--- config.mk ---
export PLATFORM = sky130hd
export DESIGN_NAME = drive_end_flat
export DESIGN_NICKNAME = d
export VERILOG_FILES = /design/src/drive_pkg.sv /design/src/drive_link_if.sv /design/src/drive_end.sv /design/src/flat_wrapper.sv
export SDC_FILE = /design/constraint.sdc
export NUM_CORES = 2
export LEC_CHECK = 0
export ABC_AREA = 1
export BUFFER_PORTS_ARGS = -buffer_cell sky130_fd_sc_hd__buf_4
export CELL_PAD_IN_SITES_DETAIL_PLACEMENT = 1
export CELL_PAD_IN_SITES_GLOBAL_PLACEMENT = 1
export CORE_MARGIN = 5
export CORE_UTILIZATION = 46
export DETAILED_ROUTE_END_ITERATION = 10
export HOLD_SLACK_MARGIN = 0.08
export PLACE_DENSITY_LB_ADDON = 0.1
export REMOVE_ABC_BUFFERS = 1
export SYNTH_ARGS = -nofsm -noshare
export SYNTH_HDL_FRONTEND = slang
export SYNTH_SLANG_ARGS = --single-unit
--- constraint.sdc ---
create_clock -name pclk -period 6.6 [get_ports pclk]
set_input_delay 0.66 -clock pclk [delete_from_list [all_inputs] [get_ports pclk]]
set_output_delay 0.66 -clock pclk [all_outputs]
set_load 0.05 [all_outputs]
--- src/drive_pkg.sv ---
// Purpose: Shared constants for the drive setpoint link and its controller.
// Assumes: pclk at 40 MHz; object bus and pulse pins on the drive link.
// Notes:
// Contract
// - Host writes mode 9 for cyclic velocity
// - Host writes mode 10 for cyclic torque
// - Torque mode works only under closed loop
// - Control word bits carry no cyclic meaning
// - Status bit 8 shows fieldbus sync
// - Velocity mode: bit 12 shows setpoint used
// - Torque mode: bit 12 shows setpoint used
// - Cyclic modes keep bits 10, 13 reserved
// - Host writes a new setpoint every cycle
// - Cycle period is value times one millisecond
// - Torque command is bounded by torque ceiling
// - Velocity quick-stop brakes with set deceleration
// - Limit switches stay active in these modes
// - Host writes mode -1 for step/direction
// - One scaled step per accepted pulse
// - Pulses at most 1 MHz, 200 ns high
// - Step width equals numerator over denominator
// - Four full steps per pole pair
// - Wait 35 us after direction change
// - Step mode closed loop sets bit 13
// - Subtype 0: pulse input plus direction level
// - Subtype 1: input used chooses direction
// - Following error after window exceeds timeout
package drive_pkg;
	localparam logic [15:0] OBJ_STEP_NUM   = 16'h2057;
	localparam logic [15:0] OBJ_STEP_DEN   = 16'h2058;
	localparam logic [15:0] OBJ_SUBTYPE    = 16'h205B;
	localparam logic [15:0] OBJ_POLE_PAIRS = 16'h2030;
	localparam logic [15:0] OBJ_CONTROL    = 16'h6040;
	localparam logic [15:0] OBJ_STATUS     = 16'h6041;
	localparam logic [15:0] OBJ_QS_OPTION  = 16'h605A;
	localparam logic [15:0] OBJ_MODE       = 16'h6060;
	localparam logic [15:0] OBJ_FE_WINDOW  = 16'h6065;
	localparam logic [15:0] OBJ_FE_TIMEOUT = 16'h6066;
	localparam logic [15:0] OBJ_TORQUE_SP  = 16'h6071;
	localparam logic [15:0] OBJ_TORQUE_MAX = 16'h6072;
	localparam logic [15:0] OBJ_QS_DECEL   = 16'h6085;
	localparam logic [15:0] OBJ_CYCLE_PER  = 16'h60C2;
	localparam logic [15:0] OBJ_VEL_SP     = 16'h60FF;

	localparam logic [31:0] STEP_NUM_RST   = 32'h0000_0080;
	localparam logic [31:0] STEP_DEN_RST   = 32'h0000_0001;
	localparam logic [31:0] SUBTYPE_RST    = 32'h0000_0000;
	localparam logic [7:0]  POLE_PAIRS_RST = 8'h32;
	localparam logic [15:0] TORQUE_MAX_RST = 16'h03E8;
	localparam logic [31:0] FE_WINDOW_RST  = 32'h0000_0100;
	localparam logic [15:0] FE_TIMEOUT_RST = 16'h000A;
	localparam logic [7:0]  CYCLE_PER_RST  = 8'h01;

	localparam logic [7:0] MODE_CYC_VEL  = 8'h09;
	localparam logic [7:0] MODE_CYC_TORQ = 8'h0A;
	localparam logic [7:0] MODE_STEP_DIR = 8'hFF;
	localparam logic [31:0] SUB_PULSE_DIR = 32'h0000_0000;
	localparam logic [31:0] SUB_DUAL_PULSE = 32'h0000_0001;

	localparam int SW_SYNC_BIT   = 8;
	localparam int SW_RSV10_BIT  = 10;
	localparam int SW_TARGET_BIT = 12;
	localparam int SW_FERR_BIT   = 13;
	localparam int FULL_STEPS_PER_PP = 4;

	localparam int CLK_PERIOD_NS  = 25;
	localparam int MS_NS          = 1000000;
	localparam int PULSE_HI_NS    = 200;
	localparam int PULSE_PER_NS   = 1000;
	localparam int DIR_SETTLE_NS  = 35000;
	localparam int MS_CYCLES      = MS_NS / CLK_PERIOD_NS;
	localparam int PULSE_HI_CYC   = (PULSE_HI_NS + CLK_PERIOD_NS - 1) / CLK_PERIOD_NS;
	localparam int PULSE_PER_CYC  = (PULSE_PER_NS + CLK_PERIOD_NS - 1) / CLK_PERIOD_NS;
	localparam int DIR_SETTLE_CYC = (DIR_SETTLE_NS + CLK_PERIOD_NS - 1) / CLK_PERIOD_NS;

	localparam logic [7:0] APB_OBJ_IDX  = 8'h00;
	localparam logic [7:0] APB_OBJ_DATA = 8'h04;
	localparam logic [7:0] APB_OBJ_CMD  = 8'h08;
	localparam logic [7:0] APB_STATUS   = 8'h0C;
	localparam logic [7:0] APB_RDATA    = 8'h10;
	localparam logic [7:0] APB_SETPOINT = 8'h14;
	localparam logic [7:0] APB_CYC_CFG  = 8'h18;
	localparam logic [7:0] APB_STEP     = 8'h1C;
endpackage : drive_pkg

--- src/drive_link_if.sv ---
`timescale 1ns/100ps
// Purpose: Link between motion controller and drive: object bus, sync, pulse pins.
// Assumes: Both ends on pclk; pulse pins treated as asynchronous by the drive.
// Notes: Object request held until a one-cycle ack.
interface drive_link_if;
	logic        obj_wr;    // Object write request
	logic        obj_rd;    // Object read request
	logic [15:0] obj_idx;   // Object index
	logic [31:0] obj_wdata; // Write data
	logic        obj_ack;   // One-cycle answer
	logic        obj_err;   // Unknown or read-only object, with ack
	logic [31:0] obj_rdata; // Read data, with ack
	logic        sync;      // One-cycle fieldbus sync strobe
	logic        pulse_a;   // Step pulse, or forward pulse
	logic        pulse_b;   // Reverse pulse
	logic        dir;       // Direction level, high forward

	modport dev (input obj_wr, obj_rd, obj_idx, obj_wdata, sync, pulse_a, pulse_b, dir,
		output obj_ack, obj_err, obj_rdata);
	modport ctl (output obj_wr, obj_rd, obj_idx, obj_wdata, sync, pulse_a, pulse_b, dir,
		input obj_ack, obj_err, obj_rdata);
endinterface : drive_link_if

--- src/drive_end.sv ---
`timescale 1ns/100ps
// Purpose: Drive end: object store, mode handling, status word, step scaling.
// Assumes: actual_pos, closed_loop, quick_stop on pclk; limits and pulses async.
// Notes: Step width fixed by a serial divide after numerator/denominator writes.
module drive_end #(
	parameter int MS_CYC = drive_pkg::MS_CYCLES
) (
	input  wire logic        pclk,        // 40 MHz clock
	input  wire logic        presetn,     // Async reset, active low
	drive_link_if.dev        link,        // Link to controller
	input  wire logic        closed_loop, // Closed loop control active
	input  wire logic        quick_stop,  // Quick-stop requested
	input  wire logic        limit_pos,   // Positive limit switch pin
	input  wire logic        limit_neg,   // Negative limit switch pin
	input  wire logic [31:0] actual_pos,  // Measured position
	output logic      [31:0] vel_cmd,     // Velocity command
	output logic      [15:0] torque_cmd,  // Torque command, per ceiling
	output logic      [15:0] qs_option,   // Quick-stop option in force
	output logic             qs_active,   // Quick-stop braking
	output logic      [31:0] step_pos,    // Commanded position
	output logic      [15:0] full_steps_rev, // Full steps per revolution
	output logic      [15:0] status_word  // Status word
);
	import drive_pkg::*;

	typedef struct packed {
		logic [7:0]  mode;
		logic [15:0] ctrl;
		logic [15:0] qs_opt;
		logic [15:0] tq_sp;
		logic [15:0] tq_max;
		logic [31:0] qs_dec;
		logic [7:0]  cyc_per;
		logic [31:0] vel_sp;
		logic [31:0] num;
		logic [31:0] den;
		logic [31:0] subtype;
		logic [31:0] fe_win;
		logic [15:0] fe_to;
		logic [7:0]  pole_pairs;
		logic        ack;
		logic        err;
		logic [31:0] rdata;
		logic [4:0]  sync1;
		logic [4:0]  sync2;
		logic        pa_d;
		logic        pb_d;
		logic        div_busy;
		logic [5:0]  div_cnt;
		logic [31:0] div_n;
		logic [32:0] div_r;
		logic [31:0] div_q;
		logic [31:0] quo;
		logic [31:0] rem;
		logic [31:0] frac;
		logic [31:0] pos;
		logic [15:0] ms_cnt;
		logic        ms_tick;
		logic [8:0]  cyc_ms;
		logic        in_sync;
		logic [15:0] fe_ms;
		logic        fe_flag;
		logic [31:0] vel;
		logic [15:0] tq;
		logic        qs_on;
		logic [15:0] qs_out;
		logic [15:0] spr;
		logic [15:0] sw;
	} dstate_t;

	dstate_t q, d;

	logic pa_s, pb_s, dir_s, lp_s, ln_s;
	assign {pa_s, pb_s, dir_s, lp_s, ln_s} = q.sync2;

	always_comb begin
		logic        wr_go;
		logic        rd_go;
		logic        step_ev;
		logic        step_fwd;
		logic [32:0] r2;
		logic [31:0] fsum;
		logic [31:0] inc;
		logic [31:0] ferr;
		logic [31:0] vabs;
		logic        is_vel, is_tq, is_step;
		d = q;
		wr_go = link.obj_wr & ~q.ack;
		rd_go = link.obj_rd & ~q.ack;
		step_ev = 1'b0;
		step_fwd = 1'b0;
		r2 = 33'h0_0000_0000;
		fsum = 32'h0000_0000;
		inc = 32'h0000_0000;
		ferr = q.pos - actual_pos;
		vabs = q.vel[31] ? -q.vel : q.vel;
		is_vel = q.mode == MODE_CYC_VEL;
		is_tq = q.mode == MODE_CYC_TORQ;
		is_step = q.mode == MODE_STEP_DIR;

		// Pin synchronisers: first stage feeds only the second
		d.sync1 = {link.pulse_a, link.pulse_b, link.dir, limit_pos, limit_neg};
		d.sync2 = q.sync1;
		d.pa_d = pa_s;
		d.pb_d = pb_s;

		// Object bus
		d.ack = wr_go | rd_go;
		d.err = 1'b0;
		d.rdata = 32'h0000_0000;
		if (wr_go) begin
			case (link.obj_idx)
				OBJ_CONTROL:    d.ctrl = link.obj_wdata[15:0];
				OBJ_MODE:       d.mode = link.obj_wdata[7:0];
				OBJ_QS_OPTION:  d.qs_opt = link.obj_wdata[15:0];
				OBJ_TORQUE_SP:  d.tq_sp = link.obj_wdata[15:0];
				OBJ_TORQUE_MAX: d.tq_max = link.obj_wdata[15:0];
				OBJ_QS_DECEL:   d.qs_dec = link.obj_wdata;
				OBJ_CYCLE_PER:  d.cyc_per = link.obj_wdata[7:0];
				OBJ_VEL_SP:     d.vel_sp = link.obj_wdata;
				OBJ_STEP_NUM:   d.num = link.obj_wdata;
				OBJ_STEP_DEN:   d.den = link.obj_wdata;
				OBJ_SUBTYPE:    d.subtype = link.obj_wdata;
				OBJ_FE_WINDOW:  d.fe_win = link.obj_wdata;
				OBJ_FE_TIMEOUT: d.fe_to = link.obj_wdata[15:0];
				OBJ_POLE_PAIRS: d.pole_pairs = link.obj_wdata[7:0];
				default:        d.err = 1'b1;
			endcase
			if (link.obj_idx == OBJ_STEP_NUM || link.obj_idx == OBJ_STEP_DEN) begin
				d.div_busy = 1'b1;
				d.div_cnt = 6'd0;
				d.div_n = d.num;
				d.div_r = 33'h0_0000_0000;
				d.div_q = 32'h0000_0000;
				d.frac = 32'h0000_0000;
			end
		end else if (rd_go) begin
			case (link.obj_idx)
				OBJ_CONTROL:    d.rdata = {16'h0000, q.ctrl};
				OBJ_STATUS:     d.rdata = {16'h0000, q.sw};
				OBJ_MODE:       d.rdata = {24'h00_0000, q.mode};
				OBJ_QS_OPTION:  d.rdata = {16'h0000, q.qs_opt};
				OBJ_TORQUE_SP:  d.rdata = {16'h0000, q.tq_sp};
				OBJ_TORQUE_MAX: d.rdata = {16'h0000, q.tq_max};
				OBJ_QS_DECEL:   d.rdata = q.qs_dec;
				OBJ_CYCLE_PER:  d.rdata = {24'h00_0000, q.cyc_per};
				OBJ_VEL_SP:     d.rdata = q.vel_sp;
				OBJ_STEP_NUM:   d.rdata = q.num;
				OBJ_STEP_DEN:   d.rdata = q.den;
				OBJ_SUBTYPE:    d.rdata = q.subtype;
				OBJ_FE_WINDOW:  d.rdata = q.fe_win;
				OBJ_FE_TIMEOUT: d.rdata = {16'h0000, q.fe_to};
				OBJ_POLE_PAIRS: d.rdata = {24'h00_0000, q.pole_pairs};
				default:        d.err = 1'b1;
			endcase
		end

		// Serial divide: step width = numerator / denominator
		if (q.div_busy) begin
			r2 = {q.div_r[31:0], q.div_n[31]};
			d.div_n = {q.div_n[30:0], 1'b0};
			if (r2 >= {1'b0, q.den} && q.den != 32'h0000_0000) begin
				d.div_r = r2 - {1'b0, q.den};
				d.div_q = {q.div_q[30:0], 1'b1};
			end else begin
				d.div_r = r2;
				d.div_q = {q.div_q[30:0], 1'b0};
			end
			d.div_cnt = q.div_cnt + 6'd1;
			if (q.div_cnt == 6'd31) begin
				d.div_busy = 1'b0;
				d.quo = d.div_q;
				d.rem = d.div_r[31:0];
			end
		end

		// Millisecond base and fieldbus sync watch
		d.ms_tick = 1'b0;
		d.ms_cnt = q.ms_cnt + 16'd1;
		if (q.ms_cnt == 16'(MS_CYC - 1)) begin
			d.ms_cnt = 16'h0000;
			d.ms_tick = 1'b1;
		end
		if (link.sync) begin
			d.cyc_ms = 9'h000;
			d.in_sync = q.cyc_per != 8'h00;
		end else if (q.ms_tick) begin
			d.cyc_ms = (q.cyc_ms == 9'h1FF) ? q.cyc_ms : q.cyc_ms + 9'd1;
			if (q.cyc_ms >= {1'b0, q.cyc_per})
				d.in_sync = 1'b0;
		end

		// Step/direction input decode
		if (is_step && !q.div_busy) begin
			if (q.subtype == SUB_DUAL_PULSE) begin
				step_ev = (pa_s & ~q.pa_d) ^ (pb_s & ~q.pb_d);
				step_fwd = pa_s & ~q.pa_d;
			end else begin
				step_ev = pa_s & ~q.pa_d;
				step_fwd = dir_s;
			end
			if ((step_fwd && lp_s) || (!step_fwd && ln_s))
				step_ev = 1'b0;
		end
		if (step_ev) begin
			fsum = q.frac + q.rem;
			inc = q.quo;
			if (fsum >= q.den && q.den != 32'h0000_0000) begin
				fsum = fsum - q.den;
				inc = q.quo + 32'd1;
			end
			d.frac = fsum;
			d.pos = step_fwd ? q.pos + inc : q.pos - inc;
		end
		d.spr = 16'(FULL_STEPS_PER_PP) * {8'h00, q.pole_pairs};

		// Following error in step mode under closed loop
		if (is_step && closed_loop) begin
			if (ferr[31] ? (-ferr > q.fe_win) : (ferr > q.fe_win)) begin
				if (q.ms_tick) begin
					d.fe_ms = (q.fe_ms == 16'hFFFF) ? q.fe_ms : q.fe_ms + 16'd1;
					if (q.fe_ms >= q.fe_to)
						d.fe_flag = 1'b1;
				end
			end else begin
				d.fe_ms = 16'h0000;
				d.fe_flag = 1'b0;
			end
		end else begin
			d.fe_ms = 16'h0000;
			d.fe_flag = 1'b0;
		end

		// Cyclic velocity with quick-stop braking
		d.qs_on = is_vel & quick_stop;
		d.qs_out = (is_vel & quick_stop) ? q.qs_opt : 16'h0000;
		if (is_vel) begin
			if (quick_stop) begin
				if (q.ms_tick) begin
					if (vabs <= q.qs_dec)
						d.vel = 32'h0000_0000;
					else
						d.vel = q.vel[31] ? q.vel + q.qs_dec : q.vel - q.qs_dec;
				end
			end else if (link.sync) begin
				d.vel = q.vel_sp;
			end
			if ((!d.vel[31] && d.vel != 32'h0000_0000 && lp_s) || (d.vel[31] && ln_s))
				d.vel = 32'h0000_0000;
		end else begin
			d.vel = 32'h0000_0000;
		end

		// Cyclic torque, bounded by the ceiling
		if (is_tq && closed_loop) begin
			if (link.sync) begin
				d.tq = q.tq_sp;
				if (!q.tq_sp[15] && q.tq_sp > q.tq_max)
					d.tq = q.tq_max;
				else if (q.tq_sp[15] && -q.tq_sp > q.tq_max)
					d.tq = -q.tq_max;
			end
			if ((!d.tq[15] && d.tq != 16'h0000 && lp_s) || (d.tq[15] && ln_s))
				d.tq = 16'h0000;
		end else begin
			d.tq = 16'h0000;
		end

		// Status word
		d.sw = 16'h0000;
		if (is_vel || is_tq) begin
			d.sw[SW_SYNC_BIT] = q.in_sync;
			d.sw[SW_TARGET_BIT] = q.in_sync & ~quick_stop & (is_vel | closed_loop);
			d.sw[SW_RSV10_BIT] = 1'b0;
		end else if (is_step) begin
			d.sw[SW_FERR_BIT] = q.fe_flag;
		end
	end

	always_ff @(posedge pclk or negedge presetn) begin
		if (!presetn) begin
			q <= '0;
			q.num <= STEP_NUM_RST;
			q.den <= STEP_DEN_RST;
			q.quo <= STEP_NUM_RST;
			q.subtype <= SUBTYPE_RST;
			q.tq_max <= TORQUE_MAX_RST;
			q.fe_win <= FE_WINDOW_RST;
			q.fe_to <= FE_TIMEOUT_RST;
			q.cyc_per <= CYCLE_PER_RST;
			q.pole_pairs <= POLE_PAIRS_RST;
		end else begin
			q <= d;
		end
	end

	assign link.obj_ack   = q.ack;
	assign link.obj_err   = q.err;
	assign link.obj_rdata = q.rdata;
	assign vel_cmd        = q.vel;
	assign torque_cmd     = q.tq;
	assign qs_option      = q.qs_out;
	assign qs_active      = q.qs_on;
	assign step_pos       = q.pos;
	assign full_steps_rev = q.spr;
	assign status_word    = q.sw;
endmodule : drive_end

--- src/flat_wrapper.sv ---
// flat-port wrapper written by rule: the top's interface ports become plain ports
module drive_end_flat import drive_pkg::*;
#(
	parameter int MS_CYC = drive_pkg::MS_CYCLES
)
  (pclk, presetn, closed_loop, quick_stop, limit_pos, limit_neg, actual_pos, vel_cmd, torque_cmd, qs_option, qs_active, step_pos, full_steps_rev, status_word, link_obj_wr, link_obj_rd, link_obj_idx, link_obj_wdata, link_sync, link_pulse_a, link_pulse_b, link_dir, link_obj_ack, link_obj_err, link_obj_rdata);
  drive_link_if link_i ();
  input  wire logic pclk;
  input  wire logic presetn;
  input  wire logic closed_loop;
  input  wire logic quick_stop;
  input  wire logic limit_pos;
  input  wire logic limit_neg;
  input  wire logic [31:0] actual_pos;
  output logic      [31:0] vel_cmd;
  output logic      [15:0] torque_cmd;
  output logic      [15:0] qs_option;
  output logic qs_active;
  output logic      [31:0] step_pos;
  output logic      [15:0] full_steps_rev;
  output logic      [15:0] status_word;
  input wire logic [$bits(link_i.obj_wr)-1:0] link_obj_wr;
  input wire logic [$bits(link_i.obj_rd)-1:0] link_obj_rd;
  input wire logic [$bits(link_i.obj_idx)-1:0] link_obj_idx;
  input wire logic [$bits(link_i.obj_wdata)-1:0] link_obj_wdata;
  input wire logic [$bits(link_i.sync)-1:0] link_sync;
  input wire logic [$bits(link_i.pulse_a)-1:0] link_pulse_a;
  input wire logic [$bits(link_i.pulse_b)-1:0] link_pulse_b;
  input wire logic [$bits(link_i.dir)-1:0] link_dir;
  output wire logic [$bits(link_i.obj_ack)-1:0] link_obj_ack;
  output wire logic [$bits(link_i.obj_err)-1:0] link_obj_err;
  output wire logic [$bits(link_i.obj_rdata)-1:0] link_obj_rdata;
  assign link_i.obj_wr = link_obj_wr;
  assign link_i.obj_rd = link_obj_rd;
  assign link_i.obj_idx = link_obj_idx;
  assign link_i.obj_wdata = link_obj_wdata;
  assign link_i.sync = link_sync;
  assign link_i.pulse_a = link_pulse_a;
  assign link_i.pulse_b = link_pulse_b;
  assign link_i.dir = link_dir;
  assign link_obj_ack = link_i.obj_ack;
  assign link_obj_err = link_i.obj_err;
  assign link_obj_rdata = link_i.obj_rdata;
  drive_end #(.MS_CYC(MS_CYC)) u_core (.pclk(pclk), .presetn(presetn), .link(link_i), .closed_loop(closed_loop), .quick_stop(quick_stop), .limit_pos(limit_pos), .limit_neg(limit_neg), .actual_pos(actual_pos), .vel_cmd(vel_cmd), .torque_cmd(torque_cmd), .qs_option(qs_option), .qs_active(qs_active), .step_pos(step_pos), .full_steps_rev(full_steps_rev), .status_word(status_word));
endmodule
==> metrics.log <==
[metrics] result of the run: completed
[metrics] number of flops mapped to enable cells by yosys: 0
[metrics] top achievable clock speed: around 160 MHz
[metrics] number of H-tree levels: 3
[metrics] final cycle utilization of the critical path: between 90 and 100%
[metrics] number of vias in the routed layout: 49384
[metrics] Avg Inst Size Synth: 7.241 um2
[metrics] most numerous cell in the Yosys netlist: sky130_fd_sc_hd__nand2_1
[metrics] number of warning messages in the yosys log: 0
[metrics] flop-to-flop setup slack: 0.30 ns
[metrics] most area-consuming cells after synthesis: sky130_fd_sc_hd__dfrtp_1 34%, sky130_fd_sc_hd__nand2_1 12%, sky130_fd_sc_hd__ha_1 8.9%
[metrics] Clock Latency Late Sink: between 0.6 and 0.7 ns
[metrics] Nets: 7581
[metrics] deepest clock path buffer count: 3
[metrics] max_slew headroom: 18.26%
[metrics] power density normalized to cell area: 195.1 nW/um2
[metrics] initial antenna violation count: 3
[metrics] area of the core: 108600 um2
[metrics] Port Buf Inserts: 233
[metrics] number of non-filler instances in the completed layout: 8608
[metrics] sequential fraction of the synthesis area: 34.61%
[metrics] Boundary Pins: 255
[metrics] VDD IR-drop max: roughly 0.21 mV
[metrics] worst-case setup margin in the final layout: 0.2968 ns
[metrics] main flop type after synthesis: sky130_fd_sc_hd__dfrtp_1
[metrics] total track usage: between 30% and 40%
[metrics] routability congestion estimate: 0.9870
[metrics] final setup vio count: 0
[metrics] most frequent cells after synthesis: 1559 x sky130_fd_sc_hd__nand2_1, 868 x sky130_fd_sc_hd__inv_1, 749 x sky130_fd_sc_hd__o21ai_0
[metrics] fraction of registers with async set/reset: 100.0%
[metrics] post-detailed-route wirelength per cell: 23.59 um
[metrics] maximum number of pins on one net before global-route repair: 149
[metrics] width of the die: 340.0 um
[metrics] Initial DRT Pass Iterations: 7
[metrics] Min-Delay Path Class: input pin to register
[metrics] final period demand of the worst path: 6.303 ns
[metrics] Worst Max-Slew Pin Slew: between 1 and 1.5 ns
[metrics] cell total after placement: ~8400
[metrics] via/cell ratio: 5.737
[metrics] Max FO, Critical Path: 8
[metrics] endpoints failing hold: 0
[metrics] post-detailed-route count of antenna-violating nets: 0
[metrics] placement-stage worst setup slack: -0.2215 ns
[metrics] Worst path max stage delay: 0.41 ns
[metrics] maxcap violations: 0
[metrics] Synth Instances: 6918
[metrics] global-route wire length before repair: 308.3 mm
[metrics] post-synthesis register bit count: 692
[metrics] R2R Path Start: u_core.q[215]$_DFFE_PN0P_
[metrics] Core Rows: 121
[metrics] Layout fillers: 13722
[metrics] post-synthesis instance area: 50090 um2
[metrics] type of the setup path with the least slack: register to register
[metrics] Worst Reg2Reg Path Length in Cells: 40
[metrics] max-slew violation count: 0
[metrics] Die Outline Area: 115600 um2
[metrics] clock-pin slew on the worst setup and hold paths: 0.05 ns
[metrics] Chip Height: approximately 340 um
[metrics] detailed-route wire length: between 200 and 250 mm
[metrics] element type at the critical path start: register
[metrics] area share of the largest cell type after synthesis: 33.77%
[metrics] number of library cell types mapped by synthesis: 69
[metrics] final global-route overflow total: 0
[metrics] CP arrival: 6.84 ns
[metrics] HPWL after DPL: 158.1 mm
[metrics] WP data required: roughly 7 ns
[metrics] vias in the first global route: 50964
[metrics] diodes inserted: 0
[metrics] worst setup path endpoint: u_core.step_pos[28]$_DFFE_PN0P_
[metrics] cell at the root of the clock tree: sky130_fd_sc_hd__clkbuf_16
[metrics] number of violations reported at the end of detailed-routing iteration 0: 3327
[metrics] drc violations: 0
[metrics] cell type with the largest total area after synthesis: sky130_fd_sc_hd__dfrtp_1
[metrics] clock buffer count from CTS: 84
[metrics] reg2reg end: u_core.step_pos[28]$_DFFE_PN0P_
[metrics] Multi-input gate area: 28290 um2
[metrics] slowest cell on the critical path: sky130_fd_sc_hd__dfrtp_1
[metrics] area growth from synthesis to layout: 14.88%
[metrics] initial standard-cell utilization of the core: 46.14%
[metrics] endpoint class of the critical path: register
[metrics] setup clock skew after layout: 0.04371 ns
[metrics] area of all sequential standard cells: 17340 um2
[metrics] first element of the critical path: u_core.q[215]$_DFFE_PN0P_
[metrics] Worst path most repeated cell: sky130_fd_sc_hd__nand2_1
[metrics] leakage dissipation: 28.06 nW
[metrics] CTS sink cnt: 692
[metrics] fraction of layout instances using a drive strength above 1: around an eighth
[metrics] clock tree from TritonCTS: built
[cell usage in the layout, fill, tap and decap left out, types with 30 or more instances in the layout]
cell / count
sky130_fd_sc_hd__a221oi_1: 39
sky130_fd_sc_hd__inv_1: 860
sky130_fd_sc_hd__xor2_1: 201
sky130_fd_sc_hd__a21oi_1: 402
sky130_fd_sc_hd__o21ai_0: 732
sky130_fd_sc_hd__nand4_1: 79
sky130_fd_sc_hd__buf_4: 462
sky130_fd_sc_hd__o22ai_1: 99
sky130_fd_sc_hd__nor3_1: 95
sky130_fd_sc_hd__nor2_1: 576
sky130_fd_sc_hd__nor4_1: 42
sky130_fd_sc_hd__clkbuf_16: 85
sky130_fd_sc_hd__dfrtp_1: 676
sky130_fd_sc_hd__nand3b_1: 30
sky130_fd_sc_hd__nand3_1: 243
sky130_fd_sc_hd__nand2_2: 47
sky130_fd_sc_hd__xnor2_1: 96
sky130_fd_sc_hd__ha_1: 331
sky130_fd_sc_hd__a21oi_2: 36
sky130_fd_sc_hd__nand2_1: 1527
[area by class of cell]
| class | count | area share (%) |
|---|---|---|
| tap | 1414 | 3.074 |
| clock inverter | 39 | 1.065 |
| clock buffer | 113 | 4.190 |
| multi-input combinational | 4972 | 49.16 |
| inverter | 897 | 5.860 |
| timing repair buffer | 481 | 6.525 |
| sequential | 692 | 30.13 |
[kinds of logic (layout without fill, tap and decap cells)]
| logic type | Yosys count | count (layout) | synth area share (%) |
|---|---|---|---|
| AO/OA/AOI/OAI | 1548 | 1548 | 17.14 |
| XOR/XNOR | 306 | 306 | 5.365 |
| other | 1 | 21 | 0.007486 |
| multiplexers | 4 | 4 | 0.07994 |
| buffers and inverters | 1274 | 1530 | 10.85 |
| adder cells (fa/ha/maj) | 361 | 361 | 9.107 |
| AND/OR/NAND/NOR | 2732 | 2732 | 22.84 |
| flip-flops | 692 | 692 | 34.61 |
[how the worst min path moves through the flow]
stage,cells after the start,slack (ns),to,from
after CTS,1,0.08,u_core.d[378]$_DFF_PN0_,link_pulse_b
after global placement,0,0.34,u_core.d[374]$_DFF_PN0_,u_core.d[379]$_DFF_PN0_
after floorplan,0,0.33,u_core.d[373]$_DFF_PN0_,u_core.d[378]$_DFF_PN0_
after global routing,1,0.09,u_core.d[378]$_DFF_PN0_,link_pulse_b
after detailed placement,0,0.34,u_core.d[374]$_DFF_PN0_,u_core.d[379]$_DFF_PN0_
final,1,0.12,u_core.d[378]$_DFF_PN0_,link_pulse_b
[critical path, delay by kind of cell (launching register included)]
family / cells / cell delay, ns
AND/OR/NAND/NOR: 13 / 1.12
flip-flops: 1 / 0.41
AO/OA/AOI/OAI: 17 / 2.65
adder cells (fa/ha/maj): 3 / 0.97
XOR/XNOR: 3 / 0.55
buffers and inverters: 4 / 0.43
[timing repair]
| action | CTS | global route |
|---|---|---|
| hold endpoints to repair | 50 | 0 |
| pin swaps | 1 | 70 |
| setup endpoints to repair | 14 | 57 |
| gates cloned | 0 | 1 |
| hold buffers | 5 | 0 |
| resized for setup | 11 | 183 |
| buffers inserted | 0 | 29 |
[where the power goes]
group	leakage [nW]	switching, mW	internal, mW
logic	17.3	1.11	0.630
registers	9.28	0.0435	4.30
clock network	1.49	2.09	3.05
[registers in the layout (all words and copies together), names as in the netlist, 3 cells and up]
name / flops
u_core.q: 540
u_core.link.obj_rdata: 32
u_core.step_pos: 32
u_core.vel_cmd: 32
u_core.qs_option: 16
u_core.torque_cmd: 16
u_core.full_steps_rev: 8
u_core.d: 7
u_core.status_word: 3
[per-layer routing]
| layer | vias up | share of wire [%] | GRT usage (%) |
|---|---|---|---|
| li1 | 23050 | - | - |
| met1 | 24601 | 43 | 44.71 |
| met2 | 1360 | 48 | 58.01 |
| met3 | 373 | 5.7 | 4.873 |
| met4 | 0 | 3.9 | 11.27 |
| met5 | - | 0 | 0 |
[stage by stage]
step	area [um2]	TNS (ns)	hold WS [ns]	total power, mW	utilization [%]
2_1_floorplan	48100	0	0.3312	5.323	-
3_3_place_gp	53370	-0.04219	0.3421	5.936	49.17
3_5_place_dp	53370	-0.5865	0.3412	5.969	49.17
4_1_cts	56480	0	0.08329	11.11	52.03
5_1_grt	57550	-0.2717	0.09279	11.64	53.01
6_report	57550	0	0.1151	11.23	53.01
Note: power is estimated with default switching activity, not from simulation.
